### config.mk
export PLATFORM = sky130hd
export DESIGN_NAME = osp_one_shot
export DESIGN_NICKNAME = d
export VERILOG_FILES = /design/src/osp_pkg.sv /design/src/osp_code_filter.sv /design/src/osp_one_shot.sv
export SDC_FILE = /design/constraint.sdc
export NUM_CORES = 1
export LEC_CHECK = 0
export ABC_AREA = 1
export BUFFER_PORTS_ARGS = -buffer_cell sky130_fd_sc_hd__buf_2
export CELL_PAD_IN_SITES_DETAIL_PLACEMENT = 1
export CELL_PAD_IN_SITES_GLOBAL_PLACEMENT = 1
export CORE_MARGIN = 2
export CORE_UTILIZATION = 49
export CTS_CLUSTER_DIAMETER = 50
export DETAILED_ROUTE_END_ITERATION = 16
export GPL_TIMING_DRIVEN = 0
export PLACE_DENSITY = 0.85
export SKIP_CTS_REPAIR_TIMING = 1
export SLEW_MARGIN = 0
export SYNTH_ARGS = -nofsm -noshare
export SYNTH_HDL_FRONTEND = slang
export SYNTH_SLANG_ARGS = --single-unit
### constraint.sdc
create_clock -name SYS_CLK -period 5.5 [get_ports SYS_CLK]
set_input_delay 0.275 -clock SYS_CLK [delete_from_list [all_inputs] [get_ports SYS_CLK]]
set_output_delay 0.275 -clock SYS_CLK [all_outputs]
set_load 0.05 [all_outputs]
### src/osp_pkg.sv
// Package for the one-shot pulse timer: constants and carrier types.
`default_nettype none
package osp_pkg;
   // ---------------------------------------------------------------
   // Widths and encodings
   // ---------------------------------------------------------------
   localparam int CODE_W = 4;
   localparam int CNT_W  = 22;
   localparam int INV_BIT = 3;
   localparam int SEL_MSB = 2;
   // ---------------------------------------------------------------
   // Timing constants, in master-oscillator ticks, and the adopt counter width in bits
   // ---------------------------------------------------------------
   localparam int STARTUP_TICKS  = 500;
   localparam int ADOPT_SCALE    = 16;
   localparam int ADOPT_OFFSET   = 6;
   localparam int REARM_TICKS    = 2;
   localparam int ADOPT_W        = 10;
   // ---------------------------------------------------------------
   // Divide ratios, ascending with the low three code bits
   // ---------------------------------------------------------------
   localparam logic [CNT_W-1:0] RATIO [8] = '{
      22'h000001, 22'h000008, 22'h000040, 22'h000200,
      22'h001000, 22'h008000, 22'h040000, 22'h200000};

   typedef struct packed {
      logic rising_edge;   // 1: rising edge triggers, 0: falling
      logic retrigger;     // 1: retriggerable
   } osp_cfg_t;

   typedef enum logic [1:0] {
      ST_START = 2'b00,
      ST_IDLE  = 2'b01,
      ST_PULSE = 2'b10,
      ST_REARM = 2'b11
   } osp_state_t;
endpackage : osp_pkg
`default_nettype wire

### src/osp_code_filter.sv
// Divider select code filter: adopts a new code only after it holds stable.
`timescale 1ns/1ps
`default_nettype none
module osp_code_filter (
   input  wire logic                       clk,      // System clock
   input  wire logic                       rst_n,    // Sync reset, low
   input  wire logic                       tick,     // Master tick enable
   input  wire logic [osp_pkg::CODE_W-1:0] code_in,  // Synchronised code
   output logic      [osp_pkg::CODE_W-1:0] code_out, // Adopted code
   output logic                            valid     // Code determined
);
   import osp_pkg::*;

   logic [CODE_W-1:0]  cand_ff, nxt_cand;
   logic [CODE_W-1:0]  code_ff, nxt_code;
   logic [ADOPT_W-1:0] cnt_ff, nxt_cnt;
   logic               valid_ff, nxt_valid;
   logic [CODE_W-1:0]  diff;
   logic [ADOPT_W-1:0] need;

   // The wait scales with the jump size, so large jumps are trusted least.
   always_comb begin
      diff = (cand_ff > code_ff) ? cand_ff - code_ff : code_ff - cand_ff;
      need = ADOPT_W'(ADOPT_SCALE * (int'(diff) + ADOPT_OFFSET));
      nxt_cand  = cand_ff;
      nxt_code  = code_ff;
      nxt_cnt   = cnt_ff;
      nxt_valid = valid_ff;
      if (tick) begin
         if (code_in != cand_ff) begin
            nxt_cand = code_in;
            nxt_cnt  = '0;
         end else if (!valid_ff || cand_ff != code_ff) begin
            if (cnt_ff + 1'b1 >= need) begin
               nxt_code  = cand_ff;
               nxt_valid = 1'b1;
               nxt_cnt   = '0;
            end else begin
               nxt_cnt = cnt_ff + 1'b1;
            end
         end
      end
   end

   always_ff @(posedge clk) begin
      if (!rst_n) begin
         cand_ff  <= 4'h0;
         code_ff  <= 4'h0;
         cnt_ff   <= '0;
         valid_ff <= 1'b0;
      end else begin
         cand_ff  <= nxt_cand;
         code_ff  <= nxt_code;
         cnt_ff   <= nxt_cnt;
         valid_ff <= nxt_valid;
      end
   end

   assign code_out = code_ff;
   assign valid    = valid_ff;

   code_jump_a: assert property (@(posedge clk)
      disable iff (!rst_n)
      $changed(code_ff) && valid_ff |-> code_ff == $past(cand_ff))
      else $error("adopted code skipped to a non-candidate value");
endmodule : osp_code_filter
`default_nettype wire

### src/osp_one_shot.sv
// Top of the one-shot pulse timer: trigger detect, start-up, duration count.
`timescale 1ns/1ps
`default_nettype none
module osp_one_shot (
   input  wire logic                       SYS_CLK,  // 40 MHz clock
   input  wire logic                       RST_N,    // Sync reset, low
   input  wire logic                       MASTER_TICK, // Master osc tick
   input  wire logic                       TRIGGER_INPUT, // Trigger pin
   input  wire logic [osp_pkg::CODE_W-1:0] DIVIDER_SELECT_CODE, // Code pin
   input  wire osp_pkg::osp_cfg_t          CFG,      // Edge/retrigger
   output logic                            PULSE_OUT, // Pulse output
   output logic                            READY,    // Start-up done
   output logic [osp_pkg::CODE_W-1:0]      ACTIVE_CODE // Adopted code
);
   import osp_pkg::*;

   // ---------------------------------------------------------------
   // Input synchronisers
   // ---------------------------------------------------------------
   logic              trg_s1_ff, trg_s2_ff, trg_d_ff;
   logic              tick_s1_ff, tick_s2_ff, tick_d_ff;
   logic [CODE_W-1:0] code_s1_ff, code_s2_ff;
   osp_cfg_t          cfg_s1_ff, cfg_s2_ff;

   always_ff @(posedge SYS_CLK) begin
      if (!RST_N) begin
         trg_s1_ff  <= 1'b0;
         trg_s2_ff  <= 1'b0;
         trg_d_ff   <= 1'b0;
         tick_s1_ff <= 1'b0;
         tick_s2_ff <= 1'b0;
         tick_d_ff  <= 1'b0;
         code_s1_ff <= 4'h0;
         code_s2_ff <= 4'h0;
         cfg_s1_ff  <= '0;
         cfg_s2_ff  <= '0;
      end else begin
         trg_s1_ff  <= TRIGGER_INPUT;
         trg_s2_ff  <= trg_s1_ff;
         trg_d_ff   <= trg_s2_ff;
         tick_s1_ff <= MASTER_TICK;
         tick_s2_ff <= tick_s1_ff;
         tick_d_ff  <= tick_s2_ff;
         code_s1_ff <= DIVIDER_SELECT_CODE;
         code_s2_ff <= code_s1_ff;
         cfg_s1_ff  <= CFG;
         cfg_s2_ff  <= cfg_s1_ff;
      end
   end

   // A master-oscillator period becomes a one-cycle enable on its rising edge.
   logic tick;
   logic edge_seen;
   assign tick = tick_s2_ff & ~tick_d_ff;
   assign edge_seen = cfg_s2_ff.rising_edge ?
                      (trg_s2_ff & ~trg_d_ff) : (~trg_s2_ff & trg_d_ff);

   // ---------------------------------------------------------------
   // Code filter
   // ---------------------------------------------------------------
   logic [CODE_W-1:0] code;
   logic              code_ok;

   osp_code_filter u_filter (
      .clk      (SYS_CLK),
      .rst_n    (RST_N),
      .tick     (tick),
      .code_in  (code_s2_ff),
      .code_out (code),
      .valid    (code_ok)
   );

   logic              inv;
   logic [CNT_W-1:0]  ratio;
   // Upper codes mirror the lower ones, so fold the low bits on inversion.
   assign inv   = code[INV_BIT];
   assign ratio = RATIO[inv ? ~code[SEL_MSB:0] : code[SEL_MSB:0]];

   // ---------------------------------------------------------------
   // Sequencer and duration counter
   // ---------------------------------------------------------------
   osp_state_t       st_ff, nxt_st;
   logic [CNT_W-1:0] cnt_ff, nxt_cnt;
   logic             out_ff, nxt_out;

   always_comb begin
      nxt_st  = st_ff;
      nxt_cnt = cnt_ff;
      nxt_out = out_ff;
      unique case (st_ff)
         ST_START: begin
            nxt_out = 1'b0;
            if (tick && cnt_ff < CNT_W'(STARTUP_TICKS)) begin
               nxt_cnt = cnt_ff + 1'b1;
            end
            if (cnt_ff >= CNT_W'(STARTUP_TICKS) && code_ok) begin
               nxt_st  = ST_IDLE;
               nxt_out = inv;
               nxt_cnt = '0;
            end
         end
         ST_IDLE: begin
            nxt_out = inv;
            if (edge_seen) begin
               nxt_st  = ST_PULSE;
               nxt_out = ~inv;
               nxt_cnt = ratio;
            end
         end
         ST_PULSE: begin
            // Ratio is read live, so a code change to a ratio below the remaining count ends the pulse at the next tick.
            if (edge_seen && cfg_s2_ff.retrigger) begin
               nxt_cnt = ratio;
            end else if (tick) begin
               if (cnt_ff <= 22'h000001 || cnt_ff > ratio) begin
                  nxt_st  = ST_REARM;
                  nxt_out = inv;
                  nxt_cnt = CNT_W'(REARM_TICKS);
               end else begin
                  nxt_cnt = cnt_ff - 1'b1;
               end
            end
            if (!(nxt_st == ST_REARM)) begin
               nxt_out = ~inv;
            end
         end
         ST_REARM: begin
            nxt_out = inv;
            if (cfg_s2_ff.retrigger && edge_seen) begin
               nxt_st  = ST_PULSE;
               nxt_out = ~inv;
               nxt_cnt = ratio;
            end else if (tick) begin
               if (cnt_ff <= 22'h000001) begin
                  nxt_st = ST_IDLE;
               end else begin
                  nxt_cnt = cnt_ff - 1'b1;
               end
            end
         end
      endcase
   end

   always_ff @(posedge SYS_CLK) begin
      if (!RST_N) begin
         st_ff  <= ST_START;
         cnt_ff <= '0;
         out_ff <= 1'b0;
      end else begin
         st_ff  <= nxt_st;
         cnt_ff <= nxt_cnt;
         out_ff <= nxt_out;
      end
   end

   assign PULSE_OUT   = out_ff;
   assign READY       = (st_ff != ST_START);
   assign ACTIVE_CODE = code;

   // ---------------------------------------------------------------
   // Checks
   // ---------------------------------------------------------------
   start_low_a: assert property (@(posedge SYS_CLK)
      disable iff (!RST_N) st_ff == ST_START |-> !out_ff)
      else $error("output not low during start-up");
   // The level register trails a newly adopted code by one clock.
   idle_level_a: assert property (@(posedge SYS_CLK)
      disable iff (!RST_N) st_ff == ST_IDLE |-> out_ff == $past(inv))
      else $error("idle level does not follow invert bit");
   edge_start_a: assert property (@(posedge SYS_CLK)
      disable iff (!RST_N) st_ff == ST_IDLE && edge_seen
      |=> st_ff == ST_PULSE && out_ff != $past(inv))
      else $error("trigger edge did not start a pulse");
   no_early_a: assert property (@(posedge SYS_CLK)
      disable iff (!RST_N) st_ff == ST_START |=> st_ff != ST_PULSE)
      else $error("pulse before start-up end");
   start_len_a: assert property (@(posedge SYS_CLK)
      disable iff (!RST_N)
      st_ff == ST_START && $past(st_ff) == ST_START ##1 st_ff == ST_IDLE
      |-> $past(cnt_ff) >= CNT_W'(STARTUP_TICKS))
      else $error("start-up ended before 500 ticks");
   hold_a: assert property (@(posedge SYS_CLK)
      disable iff (!RST_N)
      st_ff == ST_PULSE && !tick && !edge_seen |=> st_ff == ST_PULSE)
      else $error("pulse ended without a tick");
   retrig_a: assert property (@(posedge SYS_CLK)
      disable iff (!RST_N)
      st_ff == ST_PULSE && edge_seen && cfg_s2_ff.retrigger
      |=> cnt_ff == $past(ratio))
      else $error("retrigger did not reload count");
   noretrig_a: assert property (@(posedge SYS_CLK)
      disable iff (!RST_N)
      st_ff == ST_REARM && !cfg_s2_ff.retrigger |=> st_ff != ST_PULSE)
      else $error("edge accepted during rearm");
   ratio_map_a: assert property (@(posedge SYS_CLK)
      disable iff (!RST_N)
      code == 4'h0 || code == 4'hF |-> ratio == 22'h000001)
      else $error("end codes do not select ratio one");
   startup_c: cover property (@(posedge SYS_CLK) disable iff (!RST_N)
      st_ff == ST_START ##1 st_ff == ST_IDLE);
   pulse_c: cover property (@(posedge SYS_CLK) disable iff (!RST_N)
      st_ff == ST_PULSE ##1 st_ff == ST_REARM);
   retrig_c: cover property (@(posedge SYS_CLK) disable iff (!RST_N)
      st_ff == ST_PULSE && edge_seen && cfg_s2_ff.retrigger);
   inverted_c: cover property (@(posedge SYS_CLK) disable iff (!RST_N)
      st_ff == ST_PULSE && inv);
endmodule : osp_one_shot
`default_nettype wire

==> metrics.md, run 1 <==
| Metric | Value |
|---|---|
| Root buffer cell | `clkbuf_8` |
| Max Fclk | `264.6 MHz` |
| DRT antenna net count | `0` |
| Post-Synth Simple-Gate Area | `0.3347` |
| PortBufs | `14` |
| CTS buffer count | `9` |
| Grt met1 use | `0.3141` |
| WP data arrival | `4.04 ns` |
| Height of the die | `100.4 um` |
| Worst slew margin | `0.6398` |
| Drt drc | `0` |
| Vias in the first global route | `4798` |
| Clock skew | `0.01869 ns` |
| Static Leak | `2.542 nW` |
| Met2 Usage GRT | `0.5421` |
| N_diodes | `0` |
| Post-synth top area cell | `dfxtp_1` |
| Syn Inst Count | `698` |
| Met3 usage | `0.05362` |
| Worst-Margin Slew | `0.5365 ns` |
| Fin crit share | `0.6871` |
| Initial DRT Pass Iterations | `5` |
| CTS Buffer Depth | `2` |
| PD cells | `335.1 mW/mm^2` |
| Area delta synth->final | `9.626%` |
| CP startpoint kind | `flop` |
| Setup Viol. Count Final | `0` |
| Largest net degree at the start of global routing | `14` |
| Fin. Hold Viols | `0` |
| YS warnings | `0` |
| Crit end category | `flop` |
| Core area | `0.009109 sq mm` |
| Setup slack, reg-to-reg | `1.72 ns` |
| Synth top area share | `0.2728` |
| Main area contributors after synthesis | `dfxtp_1 (27%), nand2_1 (14%), inv_1 (8.8%)` |
| Clock slew at reported path FFs | `0.09 ns` |
| Initial Util | `0.4995` |
| Post-layout nets | `762` |
| RSZ-0062 raised after global routing | `false` |
| Layer with the highest usage | `met2` |
| Avg Inst Size Synth | `6.518 sq um` |
| Via count | `4501` |
| I/O Pins | `16` |
| Pins over their slew limit | `0` |
| Synth Area in Compound Gates | `0.1243` |
| Worst EP required | `5.76 ns` |
| Setup_tns | `0 ns` |
| Drt via density | `5.365` |
| Max cap viols | `0` |
| # rows | `35` |
| Category of the most critical setup path | `reg2reg` |
| Yosys reg bits | `62` |
| CTS H-tree lvls | `3` |
| First-pass GRT wire length | `22.88 mm` |
| Initial antenna violation count | `0` |
| Sequential fraction of the synthesis area | `0.2728` |
| Post-Route WL | `13.73 mm` |
| Chip width | `100.4 um` |
| Post-route minimum period | `3.779 ns` |
| Clock Latency Late Sink | `0.37 ns` |
| Netlist cell types | `41` |
| RD Place Congestion | `0.8800` |
| Synth Area in XOR/XNOR | `0.06353` |
| WL/cell | `16.36 um` |
| Starting DRC count in detailed routing | `116` |
| Ratio of cells with drive above 1 in the final layout | `0.1332` |
| Syn Nets | `737` |
| Synth Cell Area | `0.004549 sq mm` |
| DIE AREA | `0.01007 sq mm` |
| Hold Crit Class | `in2reg` |
| Sink Count | `62` |
| DP HPWL | `10.23 mm` |
| GR Overflow Total | `0` |
| Crit-path max FO | `8` |
| Post-Synth Adder-Cell Area | `0.08306` |
| Tot Pwr | `0.001671 W` |
| All-Layer GR Usage | `0.2892` |
| Mux cell area share after synthesis | `0.002200` |
| Status | `finished, final reports clean` |
| Worst VDD drop | `0.0001389 V` |
| CTS tree | `yes` |
| Combinational family with the most area after synthesis | `simple AND/OR/NAND/NOR gates` |
per-layer routing:
layer / routed length, um / share of wire / vias to the layer above
li1: - / - / 2230
met1: 5645 / 0.41 / 2139
met2: 7109 / 0.52 / 95
met3: 502 / 0.037 / 37
met4: 467 / 0.034 / 0
met5: 0 / 0 / -
Yosys cell counts (all sizes together):
| library cell | instances |
|---|---|
| fa | 2 |
| ha | 27 |
| o31ai | 1 |
| nand4 | 14 |
| xnor2 | 6 |
| clkinv | 1 |
| dfxtp | 62 |
| nand3b | 1 |
| clkbuf | 5 |
| or2 | 3 |
| o21ai | 22 |
| nand2 | 185 |
| o211ai | 2 |
| nand3 | 38 |
| nor4 | 1 |
| nor2 | 95 |
| xor2 | 27 |
| nor3b | 1 |
| mux2i | 1 |
| o21ba | 1 |
| o2111ai | 1 |
| a21o | 1 |
| a21oi | 59 |
| inv | 112 |
| nor3 | 12 |
| a31oi | 4 |
| buf | 14 |
through the flow:
step	cell area [sq um]	std cells	utilization	setup WS, ns	hold slack [ns]
floorplan	4549	698	-	2.050	0.3726
global placement	4758	823	0.5224	2.102	0.3941
detailed placement	4758	823	0.5224	1.913	0.4037
CTS	4987	839	0.5475	1.714	0.07618
global route	4987	839	0.5475	1.374	0.08110
finish	4987	839	0.5475	1.721	0.08431
worst max-delay path, stage by stage, from the launching register on:
cell and delay, ns:
dfxtp_1 0.39, buf_2 0.23, inv_1 0.13, ha_1 0.37, a21oi_1 0.14, nand2_1 0.06, nand2_1 0.15, mux2i_1 0.25
xor2_1 0.22, ha_1 0.19, xnor2_1 0.13, ha_1 0.26, a21oi_1 0.14, o211ai_1 0.11, nand3b_1 0.29, nand2_1 0.24
inv_1 0.13, nor2_1 0.15, nor2_1 0.08
cell type report:
class / count / area [sq um]
clock buffers: 9 / 123.9
multi-input cells: 504 / 2765
fillers: 1278 / 4121
well taps: 111 / 138.9
repair buffers: 14 / 70.07
plain buffers: 19 / 116.4
inverters: 113 / 426.7
clock inverters: 7 / 105.1
flip-flops and latches: 62 / 1241
logic make-up (layout without fill, tap and decap cells):
| kind of cell | Yosys count | count (layout) |
|---|---|---|
| and+or+nand+nor | 350 | 350 |
| DFF | 62 | 62 |
| buffers and inverters | 132 | 162 |
| muxes | 1 | 1 |
| xor gates and xnor gates | 33 | 33 |
| adders and majority gates | 29 | 29 |
| AOI/OAI and AO/OA | 91 | 91 |
sequential cells by signal (all words and copies together) (netlist names):
name               cells
u_filter.cnt_ff       10
tick_s2_ff             1
code_s1_ff             4
code_s2_ff             4
st_ff                  2
cfg_s1_ff              2
tick_s1_ff             1
cfg_s2_ff              2
u_filter.cand_ff       4
cnt_ff                22
trg_s1_ff              1
tick_d_ff              1
u_filter.code_out      4
trg_d_ff               1
trg_s2_ff              1
u_filter.valid         1
PULSE_OUT              1
path summary, 6_finish.rpt:
kind,startpoint,end,depth (start not counted)
max reg2reg,u_filter.code_out[3],u_filter.code_out[0],18
max,u_filter.code_out[3],u_filter.code_out[0],18
min,DIVIDER_SELECT_CODE[2],code_s1_ff[2],3
min reg2reg,cfg_s1_ff[1],cfg_s2_ff[1],2
report_power, final:
group | switching [W] | internal, W
clock network | 0.000232 | 0.000262
registers | 0.0000290 | 0.000477
logic | 0.000456 | 0.000214
cells in the final DEF (no fill, tap or decap), types with 2 or more instances in the layout:
cell type and n:
nand2_1 175, inv_1 107, nor2_1 88, dfxtp_1 62, nand3_1 37, a21oi_1 36
xor2_1 27, ha_1 27, buf_2 23, a21oi_2 23, o21ai_0 21, nand4_1 12
nor3_1 11, clkbuf_8 9, nand2_2 8, xnor2_1 6, nor2_2 5, clkbuf_1 5
inv_2 4, buf_6 4, a31oi_1 4, or2_2 3, nor2_4 2, nand2_4 2
o211ai_1 2, fa_1 2, bufinv_16 2, inv_6 2
(Power assumes the default switching activity.)
==> inputs of run 2 (changes only) <==
--- a/config.mk
+++ b/config.mk
@@ -5,16 +5,16 @@
 export SDC_FILE = /design/constraint.sdc
 export NUM_CORES = 1
 export LEC_CHECK = 0
-export ABC_AREA = 1
+export ABC_AREA = 0
 export BUFFER_PORTS_ARGS = -buffer_cell sky130_fd_sc_hd__buf_2
 export CELL_PAD_IN_SITES_DETAIL_PLACEMENT = 1
 export CELL_PAD_IN_SITES_GLOBAL_PLACEMENT = 1
 export CORE_MARGIN = 2
-export CORE_UTILIZATION = 49
+export CORE_UTILIZATION = 48
 export CTS_CLUSTER_DIAMETER = 50
 export DETAILED_ROUTE_END_ITERATION = 16
 export GPL_TIMING_DRIVEN = 0
-export PLACE_DENSITY = 0.85
+export PLACE_DENSITY = 0.79
 export SKIP_CTS_REPAIR_TIMING = 1
 export SLEW_MARGIN = 0
 export SYNTH_ARGS = -nofsm -noshare
==> constraint.sdc (replaced) <==
create_clock -name SYS_CLK -period 3.81 [get_ports SYS_CLK]
set_input_delay 0.1905 -clock SYS_CLK [delete_from_list [all_inputs] [get_ports SYS_CLK]]
set_output_delay 0.1905 -clock SYS_CLK [all_outputs]
set_load 0.05 [all_outputs]
==> run 2 against run 1 <==
  * Area after synthesis decreased by 9.0%
  * Synthesized cell count fell by 29%
  * Combinational power is 74% lower
  * Register-to-register slack lost 1.7 ns
  * Global-route usage decreased by 1.4 points
  * Maximum frequency shrank 0.30%
  * Sequential share of layout area is 1.6 points higher
  * Setup slack worse by 1.7 ns
  * Critical path type unchanged
  * Largest power group is now sequential cells
==> metrics.md, run 2 <==
| Metric | Value |
|---|---|
| Int Pwr | `0.001034 W` |
| DIE AREA | `0.009387 sq mm` |
| PortBufs | `15` |
| WP data arrival | `4.01 ns` |
| Initial Util | `0.4990` |
| FFs w/ async S/R, synth | `0` |
| Clk pwr share | `0.432` |
| Logic pwr share | `0.118` |
| Drt via density | `6.388` |
| Static Leak | `1.900 nW` |
| Initial DRT Pass Iterations | `5` |
| Core area | `0.008299 sq mm` |
| All-Layer GR Usage | `0.2750` |
| Sequential share of power | `0.449` |
| Syn Inst Count | `499` |
| WL/cell | `20.07 um` |
| Clock slew at reported path FFs | `0.08 ns` |
| Setup Viol. Count Final | `0` |
| RSZ-0062 raised after global routing | `true` |
| Finished Cell Area | `0.004755 sq mm` |
| CTS buffer count | `9` |
| Crit end category | `flop` |
| Worst slew margin | `0.4669` |
| Vias in the first global route | `4038` |
| Largest regs | `cnt_ff (22), u_filter.cnt_ff (10)` |
| Fin crit share | `0.9948` |
| YS warnings | `0` |
| DRT antenna net count | `0` |
| PD cells | `311.2 mW/mm^2` |
| Synth top cells by count | `dfxtp_1 (62), nor2_1 (51), nand2_1 (38)` |
| Critical Path Max Stage Delay | `0.38 ns` |
| Area delta synth->final | `14.80%` |
| Chip width | `96.89 um` |
| Yosys reg bits | `62` |
| Reg2reg start | `u_filter.cand_ff[0]` |
| CP startpoint kind | `flop` |
| Max cap viols | `0` |
| Status | `finished, final reports clean` |
| Drt drc | `0` |
| N_diodes | `0` |
| Initial antenna violation count | `0` |
| Synth Flop Type | `dfxtp_1` |
| Via count | `4120` |
| I/O Pins | `16` |
| Crit-path cells | `inv_4 > ha_4 > inv_4 > fa_2 > a21o_1 > a21oi_2 > nor2_4 > buf_4 > mux2_2 > inv_1 > ha_1 > ha_4 > nand4_1 > o311a_1 > o211ai_1 > buf_4 > nand2_2 > nand3_1 > o31ai_1` |
| GR Overflow Total | `0` |
| Ratio of cells with drive above 1 in the final layout | `0.1815` |
| Category of the most critical setup path | `reg2reg` |
| Post-synth top area cell | `dfxtp_1` |
| Hold Crit Class | `in2reg` |
| Buffers and inverters on the worst path | `5` |
| Sink Count | `62` |
| Netlist cell types | `75` |
| Post-layout nets | `574` |
| Clock skew | `0.01090 ns` |
| Main area contributors after synthesis | `dfxtp_1 (30%), ha_1 (8.2%), nor2_1 (4.6%)` |
| Worst-Margin Slew | `0.7913 ns` |
| Placed cell area | `0.004363 sq mm` |
| Largest Register | `cnt_ff` |
| Syn Nets | `538` |
| Worst EP required | `4.03 ns` |
| CTS Buffer Depth | `2` |
| CTS H-tree lvls | `3` |
| Post-route minimum period | `3.790 ns` |
| Avg Inst Size Synth | `8.300 sq um` |
| Worst VDD drop | `0.0002287 V` |
| Leading cell types in the layout, fill and taps excluded | `dfxtp_1 (57), nor2_1 (47), nand2_1 (37)` |
| Sequential fraction of the synthesis area | `0.2997` |
| Most frequent cell after synthesis | `dfxtp_1` |
| CTS tree | `yes` |
| Height of the die | `96.89 um` |
| Critical path's slowest cell | `fa_2` |
| Post-Route WL | `12.95 mm` |
| Commonest non-fill, non-tap cell in the layout | `dfxtp_1` |
| Max FFs per register | `22` |
| Synth top area share | `0.2997` |
| Clock Latency Late Sink | `0.36 ns` |
| DP HPWL | `9.171 mm` |
| Synth Cell Area | `0.004141 sq mm` |
| Pins over their slew limit | `0` |
| Root buffer cell | `clkbuf_8` |
| Worst Setup SP | `u_filter.cand_ff[0]` |
| Fin. Hold Viols | `0` |
| Delay-heaviest family, CP | `adder cells` |
| Sw Ratio | `0.3009` |
| Hold Startpoint | `DIVIDER_SELECT_CODE[1]` |
| Starting DRC count in detailed routing | `196` |
| Crit-path max FO | `8` |
| # fillers | `1029` |
| Largest net degree at the start of global routing | `14` |
| Setup_tns | `0 ns` |
| # rows | `33` |
| First-pass GRT wire length | `21.01 mm` |
| EDFF count, synth | `0` |
| Net Switching | `0.0004453 W` |
| Max Fclk | `263.8 MHz` |
| RD Place Congestion | `0.9574` |
## run 2: cell types whose count changed after synthesis, moves of 16 or more
cell / change
nand3_1: -16
and2_1: +21
nand2_1: -137
nor2_1: -37
a21oi_2: -23
xor2_1: -18
a21oi_1: -17
inv_1: -90
## run 2: cell families (layout without fill, tap and decap cells)
family / after synthesis / count (layout) / share of synthesized area
and+or+nand+nor: 213 / 213 / 0.2740
muxes: 10 / 10 / 0.02477
AOI/OAI and AO/OA: 125 / 125 / 0.2202
xor gates and xnor gates: 18 / 18 / 0.03807
DFF: 62 / 62 / 0.2997
adders and majority gates: 29 / 29 / 0.09124
buffers and inverters: 42 / 83 / 0.05196
## run 2: layout make-up
cell class                 count  area [sq um]  share of cell area
clock inverter                 7         78.83             0.01658
clock buffer                   9         123.9             0.02605
multi-input combinational    395          2786              0.5861
inverter                      17         68.82             0.01447
sequential                    62          1260              0.2650
buffer                        25         151.4             0.03184
timing repair buffer          25         153.9             0.03237
tap                          105         131.4             0.02763
## run 2: path summary, 6_finish.rpt
kind | slack (ns) | depth (start not counted) | to
max | 0.02 | 19 | u_filter.code_out[2]
min reg2reg | 0.43 | 1 | code_s2_ff[0]
min | 0.03 | 2 | code_s1_ff[1]
max reg2reg | 0.02 | 19 | u_filter.code_out[2]
## run 2: routing by layer
layer	track usage	routed length (um)	vias to the layer above
li1	-	-	1920
met1	0.3844	5916	2051
met2	0.4444	6039	117
met3	0.03107	671	32
met4	0.08667	320	0
met5	0	0	-
## run 2: through the flow
stage,std cells,worst slack (ns),total power [W],util,hold slack [ns]
final,645,0.01966,0.001480,0.5729,0.03416
after global routing,645,-0.1452,0.001525,0.5729,0.03478
after CTS,635,-0.6259,0.001473,0.5501,0.03119
after detailed placement,619,-0.6009,0.0008438,0.5257,0.4017
after global placement,619,-0.3938,0.0008383,0.5257,0.3950
after floorplan,499,0.08886,0.0007968,-,0.3178
## run 2: power by group through the flow
stage	sequential, W	combinational [W]	clock (W)
after global routing	0.000667	0.000193	0.000665
after detailed placement	0.000681	0.000163	0
after CTS	0.000666	0.000166	0.000641
after floorplan	0.000678	0.000119	0
final	0.000665	0.000175	0.000640
after global placement	0.000680	0.000158	0
## run 2: worst register-to-register path: cells and delay by family (launching register included)
kind / cells / cell delay (ns)
fa+ha+maj: 4 / 1.06
mux: 1 / 0.28
compound gates: 5 / 0.99
flops: 1 / 0.36
buf+inv: 5 / 0.53
simple gates: 4 / 0.43
